File: config.mk
export PLATFORM = sky130hd
export DESIGN_NAME = rmis_seq
export DESIGN_NICKNAME = d
export VERILOG_FILES = /design/src/hw/rmis_pkg.sv /design/src/hw/rmis_mem_if.sv /design/src/hw/rmis_regmem.sv /design/src/hw/rmis_seq.sv
export VERILOG_INCLUDE_DIRS = /design/src /design/src/hw
export SDC_FILE = /design/constraint.sdc
export NUM_CORES = 1
export LEC_CHECK = 0
export BUFFER_PORTS_ARGS = -buffer_cell sky130_fd_sc_hd__clkbuf_2
export CELL_PAD_IN_SITES_DETAIL_PLACEMENT = 1
export CELL_PAD_IN_SITES_GLOBAL_PLACEMENT = 1
export CORE_AREA = 3 3 181 183
export CTS_CLUSTER_SIZE = 28
export DETAILED_ROUTE_END_ITERATION = 7
export DIE_AREA = 0 0 184 186
export GPL_TIMING_DRIVEN = 0
export PLACE_DENSITY = 0.81
export SYNTH_ARGS = -nofsm -noshare
export SYNTH_HDL_FRONTEND = slang
export SYNTH_SLANG_ARGS = --single-unit
File: constraint.sdc
create_clock -name clk_sys_i -period 3.07 [get_ports clk_sys_i]
set_clock_uncertainty 0.2 [all_clocks]
set_input_delay 0 -clock clk_sys_i [delete_from_list [all_inputs] [get_ports clk_sys_i]]
set_output_delay 0 -clock clk_sys_i [all_outputs]
set_load 0.01 [all_outputs]
File: src/hw/rmis_map.svh
// Register map, field positions, reset values and timing counts of the mode sequencer.
// Assumes a 20 MHz system clock and a host that talks to the registers over the SPI configuration port.
//
// Overview of operation
// - Writing one to lock flag clears it.
// - Mode field bits 7:5; 0b010 selects synthesizer.
// - Lock flag sets once synthesizer has locked.
// - Mode value 0b001 selects standby.
// - Mode value zero selects sleep, oscillator, PLL, transmitter, receiver and clock output off.
// - Sync size field 11 selects 32-bit word.
// - Buffered clock output is off in sleep.
// - Sleep refused while any interrupt is active.
// - Sleep keeps registers and SPI port alive.
// - Interrupt wakes device and raises interrupt line.
// - Oscillator active within 5 ms from sleep.
// - PLL locks under 0.5 ms, shown on pin.
// - Entry into sleep completes within 1 ms.
// - Sleep to transmit or receive under 6 ms.
// - FIFO direction bit picks host write or read.
`ifndef RMIS_MAP_SVH
`define RMIS_MAP_SVH

`define RMIS_ADDR_GCON 5'h00
`define RMIS_ADDR_FTPRI 5'h0e
`define RMIS_ADDR_SYNC 5'h12
`define RMIS_ADDR_BUFFERED_CLOCK_OUTPUT 5'h1c
`define RMIS_ADDR_FCRC 5'h1f

`define RMIS_MODE_MSB 7
`define RMIS_MODE_LSB 5
`define RMIS_PLL_FLAG_BIT 1
`define RMIS_PLL_IEN_BIT 0
`define RMIS_SYNC_SZ_MSB 4
`define RMIS_SYNC_SZ_LSB 3
`define RMIS_CLKO_BIT 7
`define RMIS_FDIR_BIT 6

`define RMIS_GCON_RST 8'h20

`define RMIS_CLK_MHZ 20
`define RMIS_XTAL_US 5000
`define RMIS_PLL_US 500
`define RMIS_SLEEP_US 1000
// Longest times round down; the PLL bound is strict, so one cycle less.
`define RMIS_XTAL_CYC (`RMIS_XTAL_US * `RMIS_CLK_MHZ)
`define RMIS_PLL_CYC (`RMIS_PLL_US * `RMIS_CLK_MHZ - 1)
`define RMIS_SLEEP_CYC (`RMIS_SLEEP_US * `RMIS_CLK_MHZ)

`endif

File: src/hw/rmis_pkg.sv
// Types of the mode sequencer.
// Assumes nothing beyond the SystemVerilog type system.
package rmis_pkg;
	typedef enum logic [2:0] {
		MODE_SLEEP = 3'b000,
		MODE_STBY = 3'b001,
		MODE_SYNTH = 3'b010,
		MODE_RX = 3'b011,
		MODE_TX = 3'b100
	} rmis_mode_e;

	typedef enum logic [2:0] {
		ST_SLEEP = 3'b000,
		ST_XTAL = 3'b001,
		ST_STBY = 3'b010,
		ST_SYNTH = 3'b011,
		ST_TX = 3'b100,
		ST_RX = 3'b101,
		ST_PWRDN = 3'b110
	} rmis_state_e;
endpackage

File: src/hw/rmis_mem_if.sv
// Connection between the sequencer and its register storage.
// Assumes both ends run on the same system clock.
interface rmis_mem_if;
	logic we;
	logic [4:0] waddr;
	logic [7:0] wdata;
	logic [4:0] raddr;
	logic [7:0] rdata;
	modport ctrl (output we, output waddr, output wdata, output raddr, input rdata);
	modport mem (input we, input waddr, input wdata, input raddr, output rdata);
endinterface

File: src/hw/rmis_regmem.sv
// Thirty-two byte configuration storage with a registered read port.
// Assumes one write per cycle from the SPI slave; contents never depend on the operating mode.
module rmis_regmem
	import rmis_pkg::*;
(
	input wire logic clk_sys_i,
	input wire logic rst_b_i,
	rmis_mem_if.mem bus
);
	logic [7:0] mem_r [32];
	logic [7:0] mem_nxt [32];
	logic [7:0] rdata_r;
	logic [7:0] rdata_nxt;

	// Sleep does not touch this array, so the contents survive it.
	always_comb begin
		mem_nxt = mem_r;
		if (bus.we) begin
			mem_nxt[bus.waddr] = bus.wdata;
		end
		rdata_nxt = mem_r[bus.raddr];
	end

	always_ff @(posedge clk_sys_i) begin
		if (!rst_b_i) begin
			for (int i = 0; i < 32; i++) begin
				mem_r[i] <= 8'h00;
			end
			rdata_r <= 8'h00;
		end else begin
			mem_r <= mem_nxt;
			rdata_r <= rdata_nxt;
		end
	end

	assign bus.rdata = rdata_r;
endmodule

File: src/hw/rmis_seq.sv
// Operating-mode sequencer with its SPI configuration port.
// Assumes SPI mode 0 frames of 16 bits under an active-low chip select, far slower than the system clock,
// and interrupt sources from the packet engine on the same clock.
`include "rmis_map.svh"
module rmis_seq
	import rmis_pkg::*;
#(
	parameter int XTAL_CYC = `RMIS_XTAL_CYC,
	parameter int PLL_CYC = `RMIS_PLL_CYC,
	parameter int SLEEP_CYC = `RMIS_SLEEP_CYC
) (
	input wire logic clk_sys_i,
	input wire logic rst_b_i,
	input wire logic config_chip_select_b_i,
	input wire logic spi_sck_i,
	input wire logic spi_sdi_i,
	input wire logic radio_event_interrupt_line_zero_i,
	input wire logic radio_event_interrupt_line_one_i,
	output logic spi_sdo_o,
	output logic spi_sdo_oe_o,
	output logic interrupt_line_zero_o,
	output logic interrupt_line_one_o,
	output logic pll_locked_pin_o,
	output logic buffered_clock_output_o,
	output logic osc_enable_o,
	output logic pll_enable_o,
	output logic tx_enable_o,
	output logic rx_enable_o,
	output logic fifo_host_write_en_o,
	output logic fifo_host_read_en_o,
	output logic [5:0] sync_word_len_o,
	output logic [2:0] mode_state_o
);
	localparam logic [16:0] XTAL_N = 17'(XTAL_CYC - 1);
	localparam logic [16:0] PLL_N = 17'(PLL_CYC - 1);
	localparam logic [16:0] SLEEP_N = 17'(SLEEP_CYC - 1);

	function automatic logic synth_family(input rmis_state_e st);
		return st == ST_SYNTH || st == ST_TX || st == ST_RX;
	endfunction

	rmis_mem_if mem_bus ();
	rmis_regmem u_mem (.clk_sys_i(clk_sys_i), .rst_b_i(rst_b_i), .bus(mem_bus));

	// Pin synchronisers: stage 0 feeds only stage 1; only the serial clock has a stage 2, kept for edge detection.
	logic [2:0] sck_r, sck_nxt;
	logic [1:0] cs_r, cs_nxt, sdi_r, sdi_nxt;
	always_comb begin
		sck_nxt = {sck_r[1:0], spi_sck_i};
		cs_nxt = {cs_r[0], config_chip_select_b_i};
		sdi_nxt = {sdi_r[0], spi_sdi_i};
	end
	always_ff @(posedge clk_sys_i) begin
		if (!rst_b_i) begin
			sck_r <= 3'h0;
			cs_r <= 2'h3;
			sdi_r <= 2'h0;
		end else begin
			sck_r <= sck_nxt;
			cs_r <= cs_nxt;
			sdi_r <= sdi_nxt;
		end
	end
	logic sck_rise, sck_fall, cs_act;
	assign sck_rise = sck_r[1] & ~sck_r[2];
	assign sck_fall = ~sck_r[1] & sck_r[2];
	assign cs_act = ~cs_r[1];

	// SPI slave: command byte {start, read, addr[4:0], stop}, then one data byte.
	logic [4:0] bit_cnt_r, bit_cnt_nxt, addr_r, addr_nxt;
	logic [7:0] in_sh_r, in_sh_nxt, out_sh_r, out_sh_nxt, rd_merged, wdata;
	logic cmd_rd_r, cmd_rd_nxt, sdo_oe_r, sdo_oe_nxt, wr_en;
	logic [7:0] gcon_r, gcon_nxt;
	logic pll_flag_r, pll_flag_nxt, pll_ien_r, pll_ien_nxt, clko_en_r, clko_en_nxt, fdir_r, fdir_nxt;
	logic [1:0] sync_sz_r, sync_sz_nxt;

	assign wdata = {in_sh_r[6:0], sdi_r[1]};
	assign wr_en = cs_act & sck_rise & (bit_cnt_r == 5'h0f) & ~cmd_rd_r;

	always_comb begin
		rd_merged = mem_bus.rdata;
		if (addr_r == `RMIS_ADDR_GCON) begin
			rd_merged = gcon_r;
		end else if (addr_r == `RMIS_ADDR_FTPRI) begin
			rd_merged[`RMIS_PLL_FLAG_BIT] = pll_flag_r;
		end
	end

	// The port runs in every state, sleep included.
	always_comb begin
		bit_cnt_nxt = bit_cnt_r;
		addr_nxt = addr_r;
		in_sh_nxt = in_sh_r;
		out_sh_nxt = out_sh_r;
		cmd_rd_nxt = cmd_rd_r;
		sdo_oe_nxt = sdo_oe_r;
		if (!cs_act) begin
			bit_cnt_nxt = 5'h00;
			sdo_oe_nxt = 1'b0;
		end else begin
			if (sck_rise) begin
				in_sh_nxt = wdata;
				bit_cnt_nxt = (bit_cnt_r == 5'h0f) ? 5'h00 : bit_cnt_r + 5'h01;
				if (bit_cnt_r == 5'h07) begin
					cmd_rd_nxt = in_sh_r[5];
					addr_nxt = in_sh_r[4:0];
				end
			end
			if (sck_fall) begin
				sdo_oe_nxt = cmd_rd_r & (bit_cnt_r >= 5'h08);
				out_sh_nxt = (bit_cnt_r == 5'h08) ? rd_merged : {out_sh_r[6:0], 1'b0};
			end
		end
	end
	always_ff @(posedge clk_sys_i) begin
		if (!rst_b_i) begin
			bit_cnt_r <= 5'h00;
			addr_r <= 5'h00;
			in_sh_r <= 8'h00;
			out_sh_r <= 8'h00;
			cmd_rd_r <= 1'b0;
			sdo_oe_r <= 1'b0;
		end else begin
			bit_cnt_r <= bit_cnt_nxt;
			addr_r <= addr_nxt;
			in_sh_r <= in_sh_nxt;
			out_sh_r <= out_sh_nxt;
			cmd_rd_r <= cmd_rd_nxt;
			sdo_oe_r <= sdo_oe_nxt;
		end
	end
	assign mem_bus.we = wr_en;
	assign mem_bus.waddr = addr_r;
	assign mem_bus.wdata = wdata;
	assign mem_bus.raddr = addr_r;

	// Control fields that steer the sequencer.
	rmis_state_e state_r, state_nxt;
	logic locked_r, locked_nxt, lock_evt;
	assign lock_evt = locked_nxt & ~locked_r;
	always_comb begin
		gcon_nxt = gcon_r;
		pll_ien_nxt = pll_ien_r;
		sync_sz_nxt = sync_sz_r;
		clko_en_nxt = clko_en_r;
		fdir_nxt = fdir_r;
		pll_flag_nxt = pll_flag_r;
		if (wr_en) begin
			unique case (addr_r)
				`RMIS_ADDR_GCON: gcon_nxt = wdata;
				`RMIS_ADDR_FTPRI: begin
					pll_ien_nxt = wdata[`RMIS_PLL_IEN_BIT];
					if (wdata[`RMIS_PLL_FLAG_BIT]) begin
						pll_flag_nxt = 1'b0;
					end
				end
				`RMIS_ADDR_SYNC: sync_sz_nxt = wdata[`RMIS_SYNC_SZ_MSB:`RMIS_SYNC_SZ_LSB];
				`RMIS_ADDR_BUFFERED_CLOCK_OUTPUT: clko_en_nxt = wdata[`RMIS_CLKO_BIT];
				`RMIS_ADDR_FCRC: fdir_nxt = wdata[`RMIS_FDIR_BIT];
				default: ;
			endcase
		end
		// A lock in the same cycle as the clear wins; loss of lock never clears the flag.
		if (lock_evt) begin
			pll_flag_nxt = 1'b1;
		end
	end
	always_ff @(posedge clk_sys_i) begin
		if (!rst_b_i) begin
			gcon_r <= `RMIS_GCON_RST;
			pll_ien_r <= 1'b0;
			sync_sz_r <= 2'h0;
			clko_en_r <= 1'b0;
			fdir_r <= 1'b0;
			pll_flag_r <= 1'b0;
		end else begin
			gcon_r <= gcon_nxt;
			pll_ien_r <= pll_ien_nxt;
			sync_sz_r <= sync_sz_nxt;
			clko_en_r <= clko_en_nxt;
			fdir_r <= fdir_nxt;
			pll_flag_r <= pll_flag_nxt;
		end
	end

	// Mode sequencer.
	rmis_mode_e cmd;
	logic [16:0] cnt_r, cnt_nxt;
	logic interrupt_line_zero_r, interrupt_line_zero_nxt, interrupt_line_one_r, interrupt_line_one_nxt, irq_any, go_sleep;
	logic clk_out_r, clk_out_nxt, osc_r, osc_nxt, pll_en_r, pll_en_nxt, tx_r, tx_nxt, rx_r, rx_nxt;
	logic fwr_r, fwr_nxt, frd_r, frd_nxt, lock_pin_r;
	logic [5:0] sync_len_r, sync_len_nxt;
	assign cmd = rmis_mode_e'(gcon_r[`RMIS_MODE_MSB:`RMIS_MODE_LSB]);
	assign irq_any = interrupt_line_zero_r | interrupt_line_one_r;
	assign go_sleep = (cmd == MODE_SLEEP) & ~irq_any;

	always_comb begin
		state_nxt = state_r;
		unique case (state_r)
			ST_SLEEP: if (cmd != MODE_SLEEP || irq_any) state_nxt = ST_XTAL;
			ST_XTAL: if (cnt_r == XTAL_N) state_nxt = ST_STBY;
			// A sleep request refused for an active interrupt waits in standby, not in the synthesizer.
			ST_STBY: begin
				if (go_sleep) state_nxt = ST_PWRDN;
				else if (cmd != MODE_STBY && cmd != MODE_SLEEP) state_nxt = ST_SYNTH;
			end
			ST_SYNTH, ST_TX, ST_RX: begin
				if (go_sleep) state_nxt = ST_PWRDN;
				else if (cmd == MODE_STBY || cmd == MODE_SLEEP) state_nxt = ST_STBY;
				else if (cmd == MODE_SYNTH) state_nxt = ST_SYNTH;
				else if (locked_r) state_nxt = (cmd == MODE_TX) ? ST_TX : ST_RX;
			end
			ST_PWRDN: begin
				if (!go_sleep) state_nxt = ST_STBY;
				else if (cnt_r == SLEEP_N) state_nxt = ST_SLEEP;
			end
			default: state_nxt = ST_STBY;
		endcase
		// Timers restart on every state change.
		cnt_nxt = (state_nxt != state_r) ? 17'h00000 : cnt_r + {16'h0000, cnt_r != 17'h1ffff};
		locked_nxt = synth_family(state_nxt) & (locked_r | (state_r == ST_SYNTH && cnt_r == PLL_N));
		interrupt_line_zero_nxt = radio_event_interrupt_line_zero_i;
		interrupt_line_one_nxt = radio_event_interrupt_line_one_i | (pll_flag_r & pll_ien_r);
		osc_nxt = state_nxt != ST_SLEEP;
		pll_en_nxt = synth_family(state_nxt);
		tx_nxt = state_nxt == ST_TX;
		rx_nxt = state_nxt == ST_RX;
		clk_out_nxt = (state_nxt != ST_SLEEP && clko_en_r) ? ~clk_out_r : 1'b0;
		fwr_nxt = (state_nxt == ST_STBY) & ~fdir_r;
		frd_nxt = (state_nxt == ST_STBY) & fdir_r;
		sync_len_nxt = {sync_sz_r + 2'h1 == 2'h0, sync_sz_r + 2'h1, 3'h0};
	end
	always_ff @(posedge clk_sys_i) begin
		if (!rst_b_i) begin
			state_r <= ST_STBY;
			cnt_r <= 17'h00000;
			locked_r <= 1'b0;
			lock_pin_r <= 1'b0;
			interrupt_line_zero_r <= 1'b0;
			interrupt_line_one_r <= 1'b0;
			osc_r <= 1'b1;
			pll_en_r <= 1'b0;
			tx_r <= 1'b0;
			rx_r <= 1'b0;
			clk_out_r <= 1'b0;
			fwr_r <= 1'b0;
			frd_r <= 1'b0;
			sync_len_r <= 6'h08;
		end else begin
			state_r <= state_nxt;
			cnt_r <= cnt_nxt;
			locked_r <= locked_nxt;
			lock_pin_r <= locked_nxt;
			interrupt_line_zero_r <= interrupt_line_zero_nxt;
			interrupt_line_one_r <= interrupt_line_one_nxt;
			osc_r <= osc_nxt;
			pll_en_r <= pll_en_nxt;
			tx_r <= tx_nxt;
			rx_r <= rx_nxt;
			clk_out_r <= clk_out_nxt;
			fwr_r <= fwr_nxt;
			frd_r <= frd_nxt;
			sync_len_r <= sync_len_nxt;
		end
	end

	assign spi_sdo_o = out_sh_r[7];
	assign spi_sdo_oe_o = sdo_oe_r;
	assign interrupt_line_zero_o = interrupt_line_zero_r;
	assign interrupt_line_one_o = interrupt_line_one_r;
	assign pll_locked_pin_o = lock_pin_r;
	assign buffered_clock_output_o = clk_out_r;
	assign osc_enable_o = osc_r;
	assign pll_enable_o = pll_en_r;
	assign tx_enable_o = tx_r;
	assign rx_enable_o = rx_r;
	assign fifo_host_write_en_o = fwr_r;
	assign fifo_host_read_en_o = frd_r;
	assign sync_word_len_o = sync_len_r;
	assign mode_state_o = state_r;

	flag_clear_a: assert property (@(posedge clk_sys_i) disable iff (!rst_b_i)
		wr_en && addr_r == `RMIS_ADDR_FTPRI && wdata[1] && !lock_evt |=> !pll_flag_r)
		else $error("lock flag not cleared by write of one");
	synth_entry_a: assert property (@(posedge clk_sys_i) disable iff (!rst_b_i)
		state_r == ST_STBY && cmd == MODE_SYNTH |=> state_r == ST_SYNTH && pll_enable_o)
		else $error("synthesizer code did not start the synthesizer");
	flag_sticky_a: assert property (@(posedge clk_sys_i) disable iff (!rst_b_i)
		pll_flag_r && !(wr_en && addr_r == `RMIS_ADDR_FTPRI) |=> pll_flag_r)
		else $error("lock flag dropped without a host clear");
	stby_return_a: assert property (@(posedge clk_sys_i) disable iff (!rst_b_i)
		synth_family(state_r) && cmd == MODE_STBY |=> state_r == ST_STBY && !pll_enable_o)
		else $error("standby code did not return to standby");
	sleep_buffered_clock_output_a: assert property (@(posedge clk_sys_i) disable iff (!rst_b_i)
		state_r == ST_SLEEP |-> !buffered_clock_output_o && !osc_enable_o)
		else $error("clock output running in sleep");
	sleep_refuse_a: assert property (@(posedge clk_sys_i) disable iff (!rst_b_i)
		irq_any |=> state_r != ST_SLEEP)
		else $error("sleep entered with an interrupt active");
	irq_wake_a: assert property (@(posedge clk_sys_i) disable iff (!rst_b_i)
		state_r == ST_SLEEP && irq_any |=> state_r == ST_XTAL && osc_enable_o)
		else $error("interrupt did not wake the device");
	xtal_bound_a: assert property (@(posedge clk_sys_i) disable iff (!rst_b_i)
		state_r == ST_XTAL |-> cnt_r <= XTAL_N)
		else $error("oscillator start exceeded its bound");
	lock_pin_a: assert property (@(posedge clk_sys_i) disable iff (!rst_b_i)
		$rose(pll_locked_pin_o) |-> $past(state_r) == ST_SYNTH && pll_flag_r)
		else $error("lock pin rose outside synthesizer lock");
	sync_len_a: assert property (@(posedge clk_sys_i) disable iff (!rst_b_i)
		sync_sz_r == 2'h3 |=> sync_word_len_o == 6'd32)
		else $error("sync size 11 did not give a 32-bit word");
	fifo_dir_a: assert property (@(posedge clk_sys_i) disable iff (!rst_b_i)
		fifo_host_read_en_o |-> !fifo_host_write_en_o && $past(fdir_r))
		else $error("FIFO direction not honoured");
endmodule

==> metrics.md <==
| Metric | Value |
|---|---|
| Critical path type | `register to register` |
| VDD IR-drop max | `0.398 mV` |
| Vias per cell | `6.43` |
| Outcome | `finished with violations` |
| Pwr dens | `548 nW/um2` |
| Io pins | `28` |
| Final Hold Viols | `0` |
| Maximum clock frequency | `320 MHz` |
| Switching Share | `22.2%` |
| Final Slew Violations | `0` |
| Comb power frac | `1.9%` |
| Min-Delay Path Class | `input port to register` |
| Ys Warns | `0` |
| Vias in the first global route | `14500` |
| Max_cap viols | `0` |
| Slew @ Worst Pin | `1.22 ns` |
| Clock Tree Buf Depth | `3` |
| Reg clk slew, reported paths | `0.06 ns` |
| Post-route ant nets | `0` |
| DIE WIDTH | `184 um` |
| Die Area | `34200 um2` |
| Inserted Diodes | `0` |
| Clock sink count | `345` |
| Clk_lat worst skew | `0.53 ns` |
| Root buffer cell | `clkbuf_16` |
| Final setup margin | `-0.0522 ns` |
| DRC Markers | `0` |
| I/O Buffers | `24` |
| Initial core utilization | `47.5%` |
| #FFs+latches synth | `345` |
| Clock network fraction of total power | `49.9%` |
| Crit path required time | `3.23 ns` |
| Die span in y | `186 um` |
| Largest net degree at the start of global routing | `13` |
| Min Clock Period, post-route | `3.12 ns` |
| Rel. slew slack | `18.8%` |
| Total power | `9320 uW` |
| Final WL | `60.3 mm` |
| P_leak | `0.00555 uW` |
| P_sw | `2070 uW` |
| CP Launch Type | `register` |
| Detail-routed net length per standard cell | `27.5 um` |
| RSZ-0062 raised after global routing | `true` |
| Dpl cell area | `15500 um2` |
| Critical path arrival | `3.28 ns` |
| Post-synth EDFFs | `0` |
| Num CTS Buffers | `39` |
| Final instance area | `17000 um2` |
| HPWL after DPL | `40.9 mm` |
| R2r startpoint | `addr_r[1]` |
| First-pass GRT wire length | `89.0 mm` |
| CTS tree | `built` |
| Gp weighted congestion | `1.01` |
| Antenna violations before repair | `0` |
| Fillcell total | `3648` |
| Worst Reg-to-Reg Cells | `6` |
| Post-synthesis cell type count | `60` |
| Total grt overflow | `0` |
| Core Rows | `65` |
| Reg-to-reg setup timing slack | `-0.05 ns` |
| Gr usage total | `34.7%` |
| Crit-path max FO | `10` |
| Hold path start | `spi_sdi_i` |
| Via count | `14100` |
| Total core area | `31400 um2` |
| Netlist Area Pre-Place | `14900 um2` |
| Initial drt markers | `1524` |
| R2r endpoint | `u_mem.bus.rdata[3]` |
| Cell-internal power | `7250 uW` |
| P&R area growth vs syn | `14.0%` |
| Hold path endpoint | `sdi_r[0]` |
| Nets@finish | `1783` |
| Final setup vio count | `3` |
| Syn Area/Cell | `8.81 um2` |
| Fraction of layout cells with a size suffix above 1 | `12.3%` |
| Post-synthesis async set-or-reset flop share | `0%` |
| Sequential fraction of design power | `48.2%` |
| Pre-Repair DR Iteration Count | `5` |
| Worst setup EP type | `register` |
| Cells after Synth | `1694` |
| Final Cycle Share | `102%` |
| Sequential-to-total area share from yosys stat | `46.3%` |
| H-tree depth | `2` |
| WHS Path Cells | `3` |
| Failing checks | `negative setup slack` |
| Main flop type after synthesis | `dfxtp_1` |
Yosys cell counts (6+ instances only):
library cell,n,area share (%)
nand2_2,6,0.25
nand3b_1,6,0.30
a31oi_1,10,0.42
clkbuf_1,120,3.0
and2_1,12,0.50
a22o_1,8,0.47
a21oi_1,256,8.6
xor2_1,13,0.76
nor2b_1,6,0.25
nand3_1,127,4.3
nor3_1,8,0.27
nand2b_1,7,0.29
a211oi_1,11,0.55
nor2_1,109,2.7
inv_1,6,0.15
mux4_2,64,9.7
buf_2,17,0.57
nand2_1,282,7.1
a22oi_1,16,0.81
nor3b_1,7,0.35
a221oi_1,8,0.47
buf_1,9,0.23
dfxtp_1,345,46
mux2i_1,51,3.4
o21ai_0,119,4.0
or2_2,6,0.25
cells in the final DEF, fill, tap and decap left out, types with 41 or more instances in the layout:
cell and count:
dfxtp_1 345, nand2_1 282, a21oi_1 256, nand3_1 126
clkbuf_1 121, o21ai_0 119, nor2_1 102, mux4_2 64
mux2i_1 51, clkbuf_16 41
logic make-up (layout without fill, tap and decap cells):
| group | Yosys count | after routing | share of synthesized area (%) |
|---|---|---|---|
| other | 1 | 3 | 0.0251 |
| xor gates and xnor gates | 16 | 16 | 0.939 |
| and+or+nand+nor | 611 | 611 | 18.7 |
| muxes | 115 | 115 | 13.1 |
| buffers and inverters | 162 | 260 | 4.60 |
| adders and majority gates | 5 | 5 | 0.419 |
| DFF | 345 | 345 | 46.3 |
| AOI/OAI and AO/OA | 439 | 439 | 15.9 |
state kept, by name, indices dropped and copies added (netlist names), 2 cells and up:
name	cells
sck_r	3
u_mem.bus.rdata	8
bit_cnt_r	5
gcon_r	8
out_sh_r	8
cnt_r	17
mode_state_o	3
sync_sz_r	2
in_sh_r	7
sync_word_len_o	3
sdi_r	2
addr_r	5
u_mem.mem_r	256
cs_r	2
power by group through the flow:
stage | clock network [uW] | logic (uW) | registers (uW)
2_1_floorplan | 0 | 84.1 | 4590
6_report | 4650 | 173 | 4490
3_5_place_dp | 0 | 158 | 4590
5_1_grt | 4870 | 181 | 4490
4_1_cts | 4650 | 167 | 4490
3_3_place_gp | 0 | 155 | 4590
final cells by class:
| class | instances | area [um2] | area share (%) |
|---|---|---|---|
| clock buffers | 57 | 1180 | 6.91 |
| multi-input cells | 1189 | 7410 | 43.6 |
| clock inverters | 7 | 66.3 | 0.390 |
| flip-flops and latches | 345 | 6910 | 40.6 |
| inverters | 6 | 22.5 | 0.132 |
| plain buffers | 156 | 699 | 4.11 |
| repair buffers | 34 | 228 | 1.34 |
| well taps | 402 | 503 | 2.96 |
worst max-delay path by stage:
stage / from / to
final: addr_r[1] / u_mem.bus.rdata[3]
after global routing: bit_cnt_r[0] / u_mem.mem_r[176]
after CTS: bit_cnt_r[1] / u_mem.mem_r[183]
after detailed placement: addr_r[1] / u_mem.bus.rdata[3]
after global placement: addr_r[1] / u_mem.bus.rdata[3]
after floorplan: addr_r[0] / u_mem.bus.rdata[5]
per-layer routing:
layer  part of all wire, %  up-vias  global-route usage [%]
li1                      -     6109                       -
met1                    38     7009                    43.1
met2                    44      756                    54.2
met3                    10      244                    8.66
met4                   7.2        0                    21.8
met5                     0        -                       0
critical path, stage by stage (launching register included):
cell and delay [ns]:
dfxtp_1 0.32, buf_2 0.35, buf_2 0.51, clkbuf_2 0.52, mux4_2 0.43, a22oi_1 0.40
a31oi_1 0.21
repair_timing:
action	in CTS	in global routing
pin swaps	0	1
resized for setup	25	25
hold endpoints to repair	27	0
hold buffers	8	0
buffers inserted	0	2
endpoints found under the setup margin	86	66
per-stage QoR:
| stage | hold WS (ns) | util, % | setup slack [ns] | cells | setup TNS [ns] |
|---|---|---|---|---|---|
| 2_1_floorplan | -0.127 | - | 0.706 | 1696 | 0 |
| 3_3_place_gp | -0.0100 | 49.5 | -0.546 | 2122 | -12.09 |
| 3_5_place_dp | -0.00787 | 49.5 | -0.591 | 2122 | -16.83 |
| 4_1_cts | 0.0218 | 54.0 | -0.0541 | 2194 | -0.231 |
| 5_1_grt | 0.0628 | 54.2 | -0.0276 | 2196 | -0.163 |
| 6_report | 0.0543 | 54.2 | -0.0522 | 2196 | -0.101 |
Note: power is estimated with default switching activity, not from simulation.
